`config.mk`:
```
export PLATFORM = sky130hd
export DESIGN_NAME = pma_alarm_top
export DESIGN_NICKNAME = d
export VERILOG_FILES = /design/src/verilog/pma_sync.v /design/src/verilog/pma_alarm_top.v
export VERILOG_INCLUDE_DIRS = /design/src /design/src/verilog
export SDC_FILE = /design/constraint.sdc
export NUM_CORES = 1
export LEC_CHECK = 0
export ABC_AREA = 1
export BUFFER_PORTS_ARGS = -buffer_cell sky130_fd_sc_hd__buf_2
export CAP_MARGIN = 5
export CORE_MARGIN = 3
export CORE_UTILIZATION = 55
export CTS_CLUSTER_DIAMETER = 80
export DETAILED_ROUTE_END_ITERATION = 8
export PLACE_DENSITY = 0.82
export SETUP_SLACK_MARGIN = 0.15
export SYNTH_ARGS = -nofsm -noshare
export SYNTH_HDL_FRONTEND = slang
export SYNTH_SLANG_ARGS = --single-unit
```
`constraint.sdc`:
```
create_clock -name clock -period 3.1 [get_ports clock]
set_input_delay 0.62 -clock clock [delete_from_list [all_inputs] [get_ports clock]]
set_output_delay 0.62 -clock clock [all_outputs]
set_load 0.05 [all_outputs]
```
`src/verilog/pma_consts.vh`:
```
/*
 * pma_consts.vh: register offsets, field positions, reset values and
 * sizes for the alarm and interface-select housekeeping block.
 * Assumes it is included by bare name from the design files.
 */
`ifndef PMA_CONSTS_VH
`define PMA_CONSTS_VH

// ------------------------------------------------------------
// register byte offsets
// ------------------------------------------------------------
`define PMA_OFS_SYSCTL 8'h00
`define PMA_OFS_ALMSTAT 8'h04
`define PMA_OFS_IRQSTAT 8'h08
`define PMA_OFS_IRQMASK 8'h0C
`define PMA_OFS_IFSTAT 8'h10
`define PMA_OFS_CH0 8'h20
`define PMA_OFS_CH3 8'h2C

// ------------------------------------------------------------
// system control fields
// ------------------------------------------------------------
`define PMA_SC_CG_EN 0
`define PMA_SC_CG_LATCH 1
`define PMA_SC_GUARD_SRC 2
`define PMA_SC_CLAMP_SRC 3
`define PMA_SC_THR_LSB 8
`define PMA_SC_THR_W 8
`define PMA_SYSCTL_RST 32'h0000_8200

// ------------------------------------------------------------
// channel register fields
// ------------------------------------------------------------
`define PMA_CH_LOW_SENSE 0
`define PMA_CH_CLEAR 6
`define PMA_CH_W 7

// ------------------------------------------------------------
// alarm status layout: temp bits, then four bits per channel
// ------------------------------------------------------------
`define PMA_AS_TEMP_LAT 0
`define PMA_AS_TEMP_LIVE 1
`define PMA_AS_CH_BASE 2
`define PMA_AS_CH_STRIDE 4

// ------------------------------------------------------------
// interrupt events
// ------------------------------------------------------------
`define PMA_IRQ_TEMP 0
`define PMA_IRQ_GUARD 1
`define PMA_IRQ_CLAMP 2
`define PMA_IRQ_W 3
`define PMA_IRQMASK_RST 3'h0

`define PMA_NCH 4
`define PMA_SYNC_STAGES 2

`endif

```
`src/verilog/pma_sync.v`:
```
/*
 * pma_sync.v: multi-bit two-flop synchroniser for levels from outside
 * the clock domain. Bits are treated as independent levels; no word
 * coherence is promised across bits.
 */
`timescale 1ns/1ps
`default_nettype none

module pma_sync #(
    parameter WIDTH = 1
) (
    input wire clock,
    input wire rst_b,
    input wire [WIDTH-1:0] async_in,
    output reg [WIDTH-1:0] sync_out
);

    reg [WIDTH-1:0] meta_r;

    // first stage is read only by the second
    always @(posedge clock or negedge rst_b) begin
        if (!rst_b) begin
            meta_r <= {WIDTH{1'b0}};
            sync_out <= {WIDTH{1'b0}};
        end else begin
            meta_r <= async_in;
            sync_out <= meta_r;
        end
    end

endmodule // pma_sync

`default_nettype wire

```
`src/verilog/pma_alarm_top.v`:
```
/*
 * pma_alarm_top.v: digital housekeeping of a quad measurement unit:
 * temperature alarm, guard/clamp alarm, alarm status, interface strap
 * and per-channel low-sense select, with an APB register slave.
 * Assumes fault inputs and the strap are asynchronous levels, and the
 * temperature code comes from on-chip logic on the same clock.
 */
// Functional notes
// - low level on reset clears all state but the threshold, which loads 130, at once, without waiting for a clock.
// - temperature alarm pin pulls low and stays latched once over threshold.
// - status holds latched and live temperature flags.
// - writing clear bit 6 of any channel register releases temp alarm.
// - guard/clamp pin off after reset; control enables it and picks latched mode.
// - host picks guard faults, clamp faults or both as pin sources.
// - each channel has latched and live flags in the status word.
// - strap low selects serial interface, high differential; low when undriven.
// - differential mode turns comparator pins into interface pins.
// - low sense shared by default; each channel may use its guard pin.
`timescale 1ns/1ps
`default_nettype none
`include "pma_consts.vh"

module pma_alarm_top (
    input wire clock,
    input wire rst_b,
    // apb slave
    input wire psel,
    input wire penable,
    input wire pwrite,
    input wire [7:0] paddr,
    input wire [31:0] pwdata,
    output reg [31:0] prdata,
    output reg pready,
    output reg pslverr,
    // analog-side levels
    input wire [7:0] temp_code,
    input wire [3:0] guard_fault,
    input wire [3:0] clamp_fault,
    input wire iface_sel_strap,
    // open-drain alarm pins: output value and enable
    output reg over_temp_alarm_n_o,
    output reg over_temp_alarm_n_oe,
    output reg guard_clamp_alarm_n_o,
    output reg guard_clamp_alarm_n_oe,
    // interface and sense routing
    output reg diff_iface_mode,
    output reg comparator_pins_diff,
    output reg [3:0] guard_in_or_low_sense,
    output reg irq
);

    // ------------------------------------------------------------
    // state
    // ------------------------------------------------------------
    reg [31:0] sysctl_r;
    reg [`PMA_CH_W-1:0] ch_r [0:3];
    reg temp_lat_r;
    reg [3:0] guard_lat_r;
    reg [3:0] clamp_lat_r;
    reg [`PMA_IRQ_W-1:0] irq_stat_r;
    reg [`PMA_IRQ_W-1:0] irq_mask_r;
    reg temp_live_d_r;
    reg guard_any_d_r;
    reg clamp_any_d_r;
    wire [3:0] guard_s;
    wire [3:0] clamp_s;
    wire strap_s;
    // one loop index per process, so no variable has two drivers
    integer i;
    integer j;
    integer k;
    integer m;

    // ------------------------------------------------------------
    // synchronise outside levels
    // ------------------------------------------------------------
    // faults and strap are slow levels, so per-bit sync is enough;
    // a fault shorter than one clock may be missed by the flags
    pma_sync #(.WIDTH(9)) u_sync (
        .clock(clock),
        .rst_b(rst_b),
        .async_in({iface_sel_strap, clamp_fault, guard_fault}),
        .sync_out({strap_s, clamp_s, guard_s})
    );

    // channel register index from a byte address, 4 means none
    function [2:0] ch_index;
        input [7:0] a;
        begin
            if (a >= `PMA_OFS_CH0 && a <= `PMA_OFS_CH3 && a[1:0] == 2'b00)
                ch_index = {1'b0, a[3:2]};
            else
                ch_index = 3'd4;
        end
    endfunction

    // bit position of flag f of channel c in the alarm status word
    function integer as_pos;
        input integer c;
        input integer f;
        begin
            as_pos = `PMA_AS_CH_BASE + `PMA_AS_CH_STRIDE * c + f;
        end
    endfunction

    // ------------------------------------------------------------
    // bus decode
    // ------------------------------------------------------------
    wire acc = psel && penable && pready;
    wire wr = acc && pwrite;
    wire [2:0] chi = ch_index(paddr);
    // one select per register, one for all four channel registers, shared by the clear and error logic
    wire sel_sysctl = (paddr == `PMA_OFS_SYSCTL);
    wire sel_almstat = (paddr == `PMA_OFS_ALMSTAT);
    wire sel_irqstat = (paddr == `PMA_OFS_IRQSTAT);
    wire sel_irqmask = (paddr == `PMA_OFS_IRQMASK);
    wire sel_ifstat = (paddr == `PMA_OFS_IFSTAT);
    wire sel_ch = (chi != 3'd4);
    wire hit = sel_sysctl || sel_almstat || sel_irqstat || sel_irqmask || sel_ifstat || sel_ch;
    // clear strobe: bit 6 written to any channel register
    wire temp_clr = wr && sel_ch && pwdata[`PMA_CH_CLEAR];
    wire alm_wr = wr && sel_almstat;

    // ------------------------------------------------------------
    // live conditions
    // ------------------------------------------------------------
    // compare is strict: a code equal to the limit is not yet hot
    wire [7:0] thr = sysctl_r[`PMA_SC_THR_LSB +: `PMA_SC_THR_W];
    wire temp_live = (temp_code > thr);
    wire guard_any = |guard_s;
    wire clamp_any = |clamp_s;
    // source selection for the shared pin
    wire cg_live = (sysctl_r[`PMA_SC_GUARD_SRC] && guard_any) ||
                   (sysctl_r[`PMA_SC_CLAMP_SRC] && clamp_any);
    wire cg_held = (sysctl_r[`PMA_SC_GUARD_SRC] && (|guard_lat_r)) ||
                   (sysctl_r[`PMA_SC_CLAMP_SRC] && (|clamp_lat_r));
    wire cg_assert = sysctl_r[`PMA_SC_CG_EN] &&
                     (sysctl_r[`PMA_SC_CG_LATCH] ? cg_held : cg_live);

    // alarm status word: temp flags then per channel guard/clamp pairs
    // channel live bits show the synchronised faults, two clocks behind the pins
    reg [31:0] alm_word;
    always @* begin
        alm_word = 32'h0000_0000;
        alm_word[`PMA_AS_TEMP_LAT] = temp_lat_r;
        alm_word[`PMA_AS_TEMP_LIVE] = temp_live;
        for (i = 0; i < `PMA_NCH; i = i + 1) begin
            alm_word[as_pos(i, 0)] = guard_lat_r[i];
            alm_word[as_pos(i, 1)] = guard_s[i];
            alm_word[as_pos(i, 2)] = clamp_lat_r[i];
            alm_word[as_pos(i, 3)] = clamp_s[i];
        end
    end

    // read mux; unmapped addresses read zero and raise pslverr
    // status is taken one cycle before pready, so it is one clock old
    reg [31:0] rd_nxt;
    always @* begin
        rd_nxt = 32'h0000_0000;
        if (paddr == `PMA_OFS_SYSCTL)
            rd_nxt = sysctl_r;
        else if (paddr == `PMA_OFS_ALMSTAT)
            rd_nxt = alm_word;
        else if (paddr == `PMA_OFS_IRQSTAT)
            rd_nxt = {29'h0, irq_stat_r};
        else if (paddr == `PMA_OFS_IRQMASK)
            rd_nxt = {29'h0, irq_mask_r};
        else if (paddr == `PMA_OFS_IFSTAT)
            rd_nxt = {30'h0, comparator_pins_diff, diff_iface_mode};
        else if (chi != 3'd4)
            rd_nxt = {25'h0, ch_r[chi[1:0]]};
    end

    // ------------------------------------------------------------
    // apb handshake: one wait state so read data leave a flop
    // ------------------------------------------------------------
    // the wait state costs a cycle per transfer but keeps prdata off
    // the live status bits, which could otherwise move mid access
    always @(posedge clock or negedge rst_b) begin
        if (!rst_b) begin
            pready <= 1'b0;
            prdata <= 32'h0000_0000;
            pslverr <= 1'b0;
        end else if (psel && penable && !pready) begin
            pready <= 1'b1;
            prdata <= pwrite ? 32'h0000_0000 : rd_nxt;
            pslverr <= !hit;
        end else begin
            pready <= 1'b0;
            pslverr <= 1'b0;
        end
    end

    // ------------------------------------------------------------
    // configuration registers
    // ------------------------------------------------------------
    // unused control bits read back as zero, so nothing is parked there
    always @(posedge clock or negedge rst_b) begin
        if (!rst_b) begin
            sysctl_r <= `PMA_SYSCTL_RST; // pin disabled, threshold 130
            irq_mask_r <= `PMA_IRQMASK_RST;
            for (j = 0; j < `PMA_NCH; j = j + 1)
                ch_r[j] <= {`PMA_CH_W{1'b0}}; // shared low sense
        end else if (wr) begin
            if (paddr == `PMA_OFS_SYSCTL)
                sysctl_r <= {16'h0, pwdata[15:8], 4'h0, pwdata[3:0]};
            if (paddr == `PMA_OFS_IRQMASK)
                irq_mask_r <= pwdata[`PMA_IRQ_W-1:0];
            if (chi != 3'd4) // clear bit is a strobe, not stored
                ch_r[chi[1:0]] <= {1'b0, pwdata[5:0]};
        end
    end

    // ------------------------------------------------------------
    // latched alarm flags; set wins over clear
    // ------------------------------------------------------------
    // a clear that meets a live fault is lost on purpose: software
    // sees the flag again rather than miss a fault still present
    wire temp_lat_nxt = temp_live || (temp_lat_r && !temp_clr);
    always @(posedge clock or negedge rst_b) begin
        if (!rst_b) begin
            temp_lat_r <= 1'b0;
            guard_lat_r <= 4'h0;
            clamp_lat_r <= 4'h0;
        end else begin
            temp_lat_r <= temp_lat_nxt;
            for (k = 0; k < `PMA_NCH; k = k + 1) begin
                guard_lat_r[k] <= guard_s[k] || (guard_lat_r[k] &&
                    !(alm_wr && pwdata[as_pos(k, 0)]));
                clamp_lat_r[k] <= clamp_s[k] || (clamp_lat_r[k] &&
                    !(alm_wr && pwdata[as_pos(k, 2)]));
            end
        end
    end

    // ------------------------------------------------------------
    // interrupt: rising edges of conditions, write one to clear
    // ------------------------------------------------------------
    wire [`PMA_IRQ_W-1:0] ev = {clamp_any && !clamp_any_d_r,
                               guard_any && !guard_any_d_r,
                               temp_live && !temp_live_d_r};
    wire [`PMA_IRQ_W-1:0] iclr = (wr && sel_irqstat) ?
                                 pwdata[`PMA_IRQ_W-1:0] : {`PMA_IRQ_W{1'b0}};
    // next status worked out once so flag and pin never disagree
    wire [`PMA_IRQ_W-1:0] irq_stat_nxt = ev | (irq_stat_r & ~iclr);
    always @(posedge clock or negedge rst_b) begin
        if (!rst_b) begin
            temp_live_d_r <= 1'b0;
            guard_any_d_r <= 1'b0;
            clamp_any_d_r <= 1'b0;
            irq_stat_r <= {`PMA_IRQ_W{1'b0}};
            irq <= 1'b0;
        end else begin
            temp_live_d_r <= temp_live;
            guard_any_d_r <= guard_any;
            clamp_any_d_r <= clamp_any;
            irq_stat_r <= irq_stat_nxt;
            irq <= |(irq_stat_nxt & irq_mask_r);
        end
    end

    // ------------------------------------------------------------
    // pins: open drain pulls low when enabled
    // ------------------------------------------------------------
    // the drive value stays low and only the enables move, so a pin
    // is never pushed high against the board pull-up
    always @(posedge clock or negedge rst_b) begin
        if (!rst_b) begin
            over_temp_alarm_n_o <= 1'b0;
            over_temp_alarm_n_oe <= 1'b0;
            guard_clamp_alarm_n_o <= 1'b0;
            guard_clamp_alarm_n_oe <= 1'b0;
        end else begin
            over_temp_alarm_n_o <= 1'b0;
            guard_clamp_alarm_n_o <= 1'b0;
            // flag already holds the latch, so pin follows it
            over_temp_alarm_n_oe <= temp_lat_nxt;
            guard_clamp_alarm_n_oe <= cg_assert;
        end
    end

    // ------------------------------------------------------------
    // interface strap and per-channel sense routing
    // ------------------------------------------------------------
    // the strap is meant to be fixed at power-up; a change while
    // running is followed after the sync delay with no further guard
    always @(posedge clock or negedge rst_b) begin
        if (!rst_b) begin
            diff_iface_mode <= 1'b0;
            comparator_pins_diff <= 1'b0;
            guard_in_or_low_sense <= 4'h0;
        end else begin
            diff_iface_mode <= strap_s; // undriven strap reads low
            comparator_pins_diff <= strap_s;
            for (m = 0; m < `PMA_NCH; m = m + 1)
                guard_in_or_low_sense[m] <= ch_r[m][`PMA_CH_LOW_SENSE];
        end
    end

endmodule // pma_alarm_top

`default_nettype wire

```
* Word level (Yosys, flattened, before mapping)
Cells that the tools add are included.
** Word-level totals
- Flip-flop bits (word level) :: 117
- Input bits :: 62
- Output and inout bits :: 45
- Logic and storage cells :: 131
** Cells by class
- $lt $le $gt $ge :: 5
- Equality and inequality tests :: 5
- Muxes and demuxes :: 18
- Bitwise operators :: 5
- Reduce and logical (&&, ||, !) cells :: 76
** Operator list (number)
- two-way mux 7 bit :: 7
- logical AND 1 bit :: 36
- two-way mux 18 bit :: 2
- two-way mux 32 bit :: 1
- bitwise mux 28 bit :: 1
- equality test 8 x 4 -> 1 bit (second input constant) :: 2
- logical OR 1 bit :: 16
- OR reduction 4 bit :: 4
- binary-select mux 7 bit (select 2 bit) :: 1
- demux 7 bit (select 2 bit) :: 1
- logical NOT 1 bit :: 14
- equality test 8 x 3 -> 1 bit (second input constant) :: 1
- equality test 8 x 5 -> 1 bit (second input constant) :: 1
- greater-or-equal comparator 8 x 6 -> 1 bit (second input constant) :: 1
- > comparator 8 bit :: 1
- <= comparator 8 x 6 -> 1 bit (second input constant) :: 1
- logical NOT 8 bit :: 1
- bitwise AND 3 bit :: 2
- two-way mux 3 bit :: 2
- AND reduction 2 bit :: 3
- greater-or-equal comparator 3 bit (second input constant) :: 1
- less-than comparator 3 x 1 -> 1 bit (second input constant) :: 1
- two-way mux 1 bit :: 3
- != test 3 bit (second input constant) :: 1
- other kinds (5) :: 5

* Logic depth before layout (Yosys ltp)
- Depth after elaboration :: 15
- Depth in mapped cells :: 14
- Gate-level depth less buffers :: 14

* Cells and area by module
A second synthesis with hierarchy kept.
** Unflattened totals
- Cell total of the unflattened synthesis :: 489
- Area total of the unflattened synthesis :: 4396.7 µm²
** By module, submodules not included
- pma_alarm_top :: times used 1, cells an instance 471, area each 3946.3 µm², seq. area each 2029.4 µm²
- pma_sync :: times used 1, cells an instance 18, area each 450.4 µm², seq. area each 450.4 µm²

* Worst setup path before layout
No wires, ideal clock.
- Path kind :: input port to flip-flop
- Start :: input paddr[4]
- End :: register prdata[2]
- Library setup time :: 116 ps
- Data arrival time :: 1614 ps
- Required time :: 2984 ps
- Slack :: 1370 ps
- Stages :: 12
- Buffers on the path :: 0
- Cell sequence :: inv_2 nand2_4 nor2_4 nand2_4 inv_2 nand2_1 nand2_1 nand3_1 o21ai_0 nand3_1 nand2_1 nand2_1
** On the way
- Longest elaborated chain between the ends :: 15
- Elaborated cells between the ends (all ways) :: 22
- Classes of those cells :: 2 x order compare; 5 x eq/ne; 11 x mux; 1 x bitwise; 3 x reduce/logical
** Ends and longest elaborated chain
- start, declared :: line pma_alarm_top.v:30 : input wire [7:0] paddr,
- greater-or-equal comparator 8 x 6 -> 1 bit (no source line) or <= comparator 8 x 6 -> 1 bit (tied branches)
- logical AND 1 bit (no source line)
- logical AND 1 bit :: line pma_alarm_top.v:90 : if (a >= `PMA_OFS_CH0 && a <= `PMA_OFS_CH3 && a[1:0] == 2'b00)
- two-way mux 3 bit :: line pma_alarm_top.v:90
- NOT 2 -> 3 bit (not written as such) :: line pma_alarm_top.v:171 : rd_nxt = {25'h0, ch_r[chi[1:0]]};
- binary-select mux 7 bit (select 2 bit) :: line pma_alarm_top.v:171
- two-way mux 7 bit (not written as such) (2 in series) :: line pma_alarm_top.v:171
- two-way mux 7 bit :: line pma_alarm_top.v:170 : else if (chi != 3'd4)
- two-way mux 7 bit :: line pma_alarm_top.v:168 : else if (paddr == `PMA_OFS_IFSTAT)
- two-way mux 7 bit :: line pma_alarm_top.v:166 : else if (paddr == `PMA_OFS_IRQMASK)
- two-way mux 7 bit :: line pma_alarm_top.v:164 : else if (paddr == `PMA_OFS_IRQSTAT)
- two-way mux 18 bit :: line pma_alarm_top.v:162 : else if (paddr == `PMA_OFS_ALMSTAT)
- two-way mux 18 bit (*) :: line pma_alarm_top.v:160 : if (paddr == `PMA_OFS_SYSCTL)
- two-way mux 32 bit (*) :: line pma_alarm_top.v:186 : prdata <= pwrite ? 32'h0000_0000 : rd_nxt;
- end signal, assigned :: line pma_alarm_top.v:186
- end, declared :: line pma_alarm_top.v:32 : output reg [31:0] prdata,
Every way passes the cells marked *; elsewhere a longest branch is shown, timed or not. The select of a mux whose other input is x is not followed.
A chain may end at the register's enable or synchronous reset.

* Worst setup path in the final report
- Start :: input paddr[4]
- End :: register prdata[3]
The elaborated chain is that of the path after synthesis.

==> flow_summary.yaml <==
final_layout:
  final_common_cell: "nand2_1"
  fin_nets: 634
  layout_common_cells: "127 x nand2_1, 97 x dfrtp_1, 73 x buf_2"
  layout-drive-gt1-share_pct: 23.4
  syn_to_final_growth_pct: 13.0
  antenna_cells: 0
  fillers: 659
clock_network:
  root_buffer: "clkbuf_8"
  clkTransAtPathRegs_ps: 100
  cts-buffers-inserted: 9
  cts.path.max_buffers: 2
  postCtsSetupBuffers: 0
  postCtsHoldBufs: 0
  cts_tree: "done"
  clkSinkCount: 99
  cts_resized: 0
  clk_latency_ps: 370
  cts-htree-levels: 3
setup_path:
  cp.arrival_ps: 2170
  crit_path_start_kind: "input pin"
  startpoint: "paddr[4]"
  crit_fanout: 10
  timing.rr.start: "pready$_DFF_PN0_"
  worstSetupEndpointType: "flip-flop"
  critPathKind: "in -> reg"
  crit_required_ps: 3360
routing:
  first_pass_iters: 6
  wirelength_mm: 9.97
  vias_per_cell: 5.35
  drc: 0
  dr.first_iter.drc_count: 316
  num_vias: 3590
  post_drt_wl_per_cell_microns: 14.9
  antenna_left: 0
placement:
  routabilityCongestion: 0.884
  hpwl_mm: 7.15
  port_buffers: 74
timing:
  finalSetupViolations: 0
  period_needed_ps: 1920
  rsz0062_at_grt: "no"
  worst_pin_slew_ps: 609
  period_share_pct: 61.8
  hold_violations: 0
  slew_headroom_pct: 59.4
  finalClockSkew_ps: 14.3
  fmax_ghz: 0.522
  tns_ps: 0
  slew_viol_final: 0
  timing.hold.ws_ps: 255
logic_synthesis:
  synthTopCellsByArea: "dfrtp_1 54%, nand2_1 11%, inv_1 4.7%"
  yosysUniqueCellTypes: 39
  ys_seq_elements: 99
  syn_inst: 487
  synthFlopType: "dfrtp_1"
  yosysWarnings: 0
  yosysSeqAreaShare_pct: 55.0
  synth_area_leader_cell: "dfrtp_1"
  synthArstFlopShare_pct: 100
  netlist_area_sq_um: 4510
  syn_avg_cell_area_sq_um: 9.25
  synth_edf_count: 0
  netlist.area_leader.share_pct: 53.9
job:
  drv_cap: 0
grt:
  grt_overflow: 0
  grt_pass1_wl_mm: 16.0
  grt_usage_pct: 22.8
  grt_pass1_vias: 3444
  antenna_found_initial: 0
  grt_max_degree: 52
power:
  peakVddDrop_uv: 289
  leakage_nw: 2.69
  p_per_area_nw_per_um2: 453
  p_total_w: 0.00231
die:
  coreArea_sq_um: 7850
  fp-row-count: 32
  dieArea_sq_um: 9310
  die_h_microns: 96.5
  die_x_microns: 96.5
  initial_core_util_pct: 57.4
  io_pins: 107
outcome:
  status: "finished, final reports clean"
worst_hold_path:
  min_path_type: "in -> async"
[final timing paths]
check | to | slack, ps | depth (start not counted)
setup / recovery | prdata[3]$_DFFE_PN0P_ | 1180 | 13
hold / removal | sysctl_r[10]$_DFFE_PN0P_ | 250 | 1
setup reg to reg | prdata[12]$_DFFE_PN0P_ | 1220 | 5
hold reg to reg | comparator_pins_diff$_DFF_PN0_ | 350 | 0
max in group asynchronous | sysctl_r[15]$_DFFE_PN1P_ | 2070 | 2
min in group clock | u_sync.meta_r[1]$_DFF_PN0_ | 340 | 1
[metrics by stage]
| stage | instance area (sq um) | setup slack [ps] | util, % | cells |
|---|---|---|---|---|
| 2_1_floorplan | 4560 | 1370 | - | 502 |
| 3_3_place_gp | 4900 | 872 | 62.5 | 655 |
| 3_5_place_dp | 4900 | 832 | 62.5 | 655 |
| 4_1_cts | 5090 | 1210 | 64.9 | 671 |
| 5_1_grt | 5090 | 1030 | 64.9 | 671 |
| 6_report | 5090 | 1180 | 64.9 | 671 |
[worst max-delay path: stages]
cell	delay, ps
buf_2	120
inv_2	80
nand2_4	70
nor2_4	280
nand2_4	110
inv_2	140
nand2_1	150
nand2_1	100
nand3_1	70
o21ai_0	190
nand2_1	70
nand3_1	110
nand2_1	60
[per-layer routing]
layer	up-vias	GRT usage (%)	routed length [microns]
li1	1699	-	-
met1	1706	31.1	4290
met2	156	36.0	4750
met3	29	4.18	665
met4	0	9.93	257
met5	-	0	0
[layout make-up]
cell class                 instances  area [sq um]  share of cell area [%]
tap                              102           128                    2.51
sequential                        99          2480                    48.7
clock inverter                     7          65.1                    1.28
multi-input combinational        314          1660                    32.6
clock buffer                       9           124                    2.43
timing repair buffer              78           403                    7.91
inverter                          62           234                    4.60
[state kept, by name (all words and copies together) (netlist names), 3 cells and up]
signal                 count
irq_stat_r                 3
sysctl_r                  12
guard_in_or_low_sense      4
prdata                    18
ch_r                      24
u_sync.sync_out            9
clamp_lat_r                4
irq_mask_r                 3
guard_lat_r                4
u_sync.meta_r              9
[synth_stat cells, drive strengths merged, types with 2 or more instances]
cell / instances
a21oi: 13
buf: 25
clkbuf: 2
dfrtp: 97
dfstp: 2
ha: 8
inv: 61
nand2: 138
nand3: 19
nand4: 11
nor2: 29
nor3: 6
o211ai: 5
o21ai: 56
o221ai: 6
[where the power goes]
group	leakage [nW]	internal, W	switching (W)
combinational	1.35	0.0000442	0.000153
clock	0.0947	0.000313	0.000480
sequential	1.25	0.00131	0.00000743
[logic make-up after synthesis]
group                    share of synthesized area (%)
AND/OR/NAND/NOR                                   21.2
other                                           0.0832
AO/OA/AOI/OAI                                     12.0
buffers and inverters                             9.41
flip-flops                                        55.0
adder cells (fa/ha/maj)                           2.22
(Power assumes the default switching activity.)
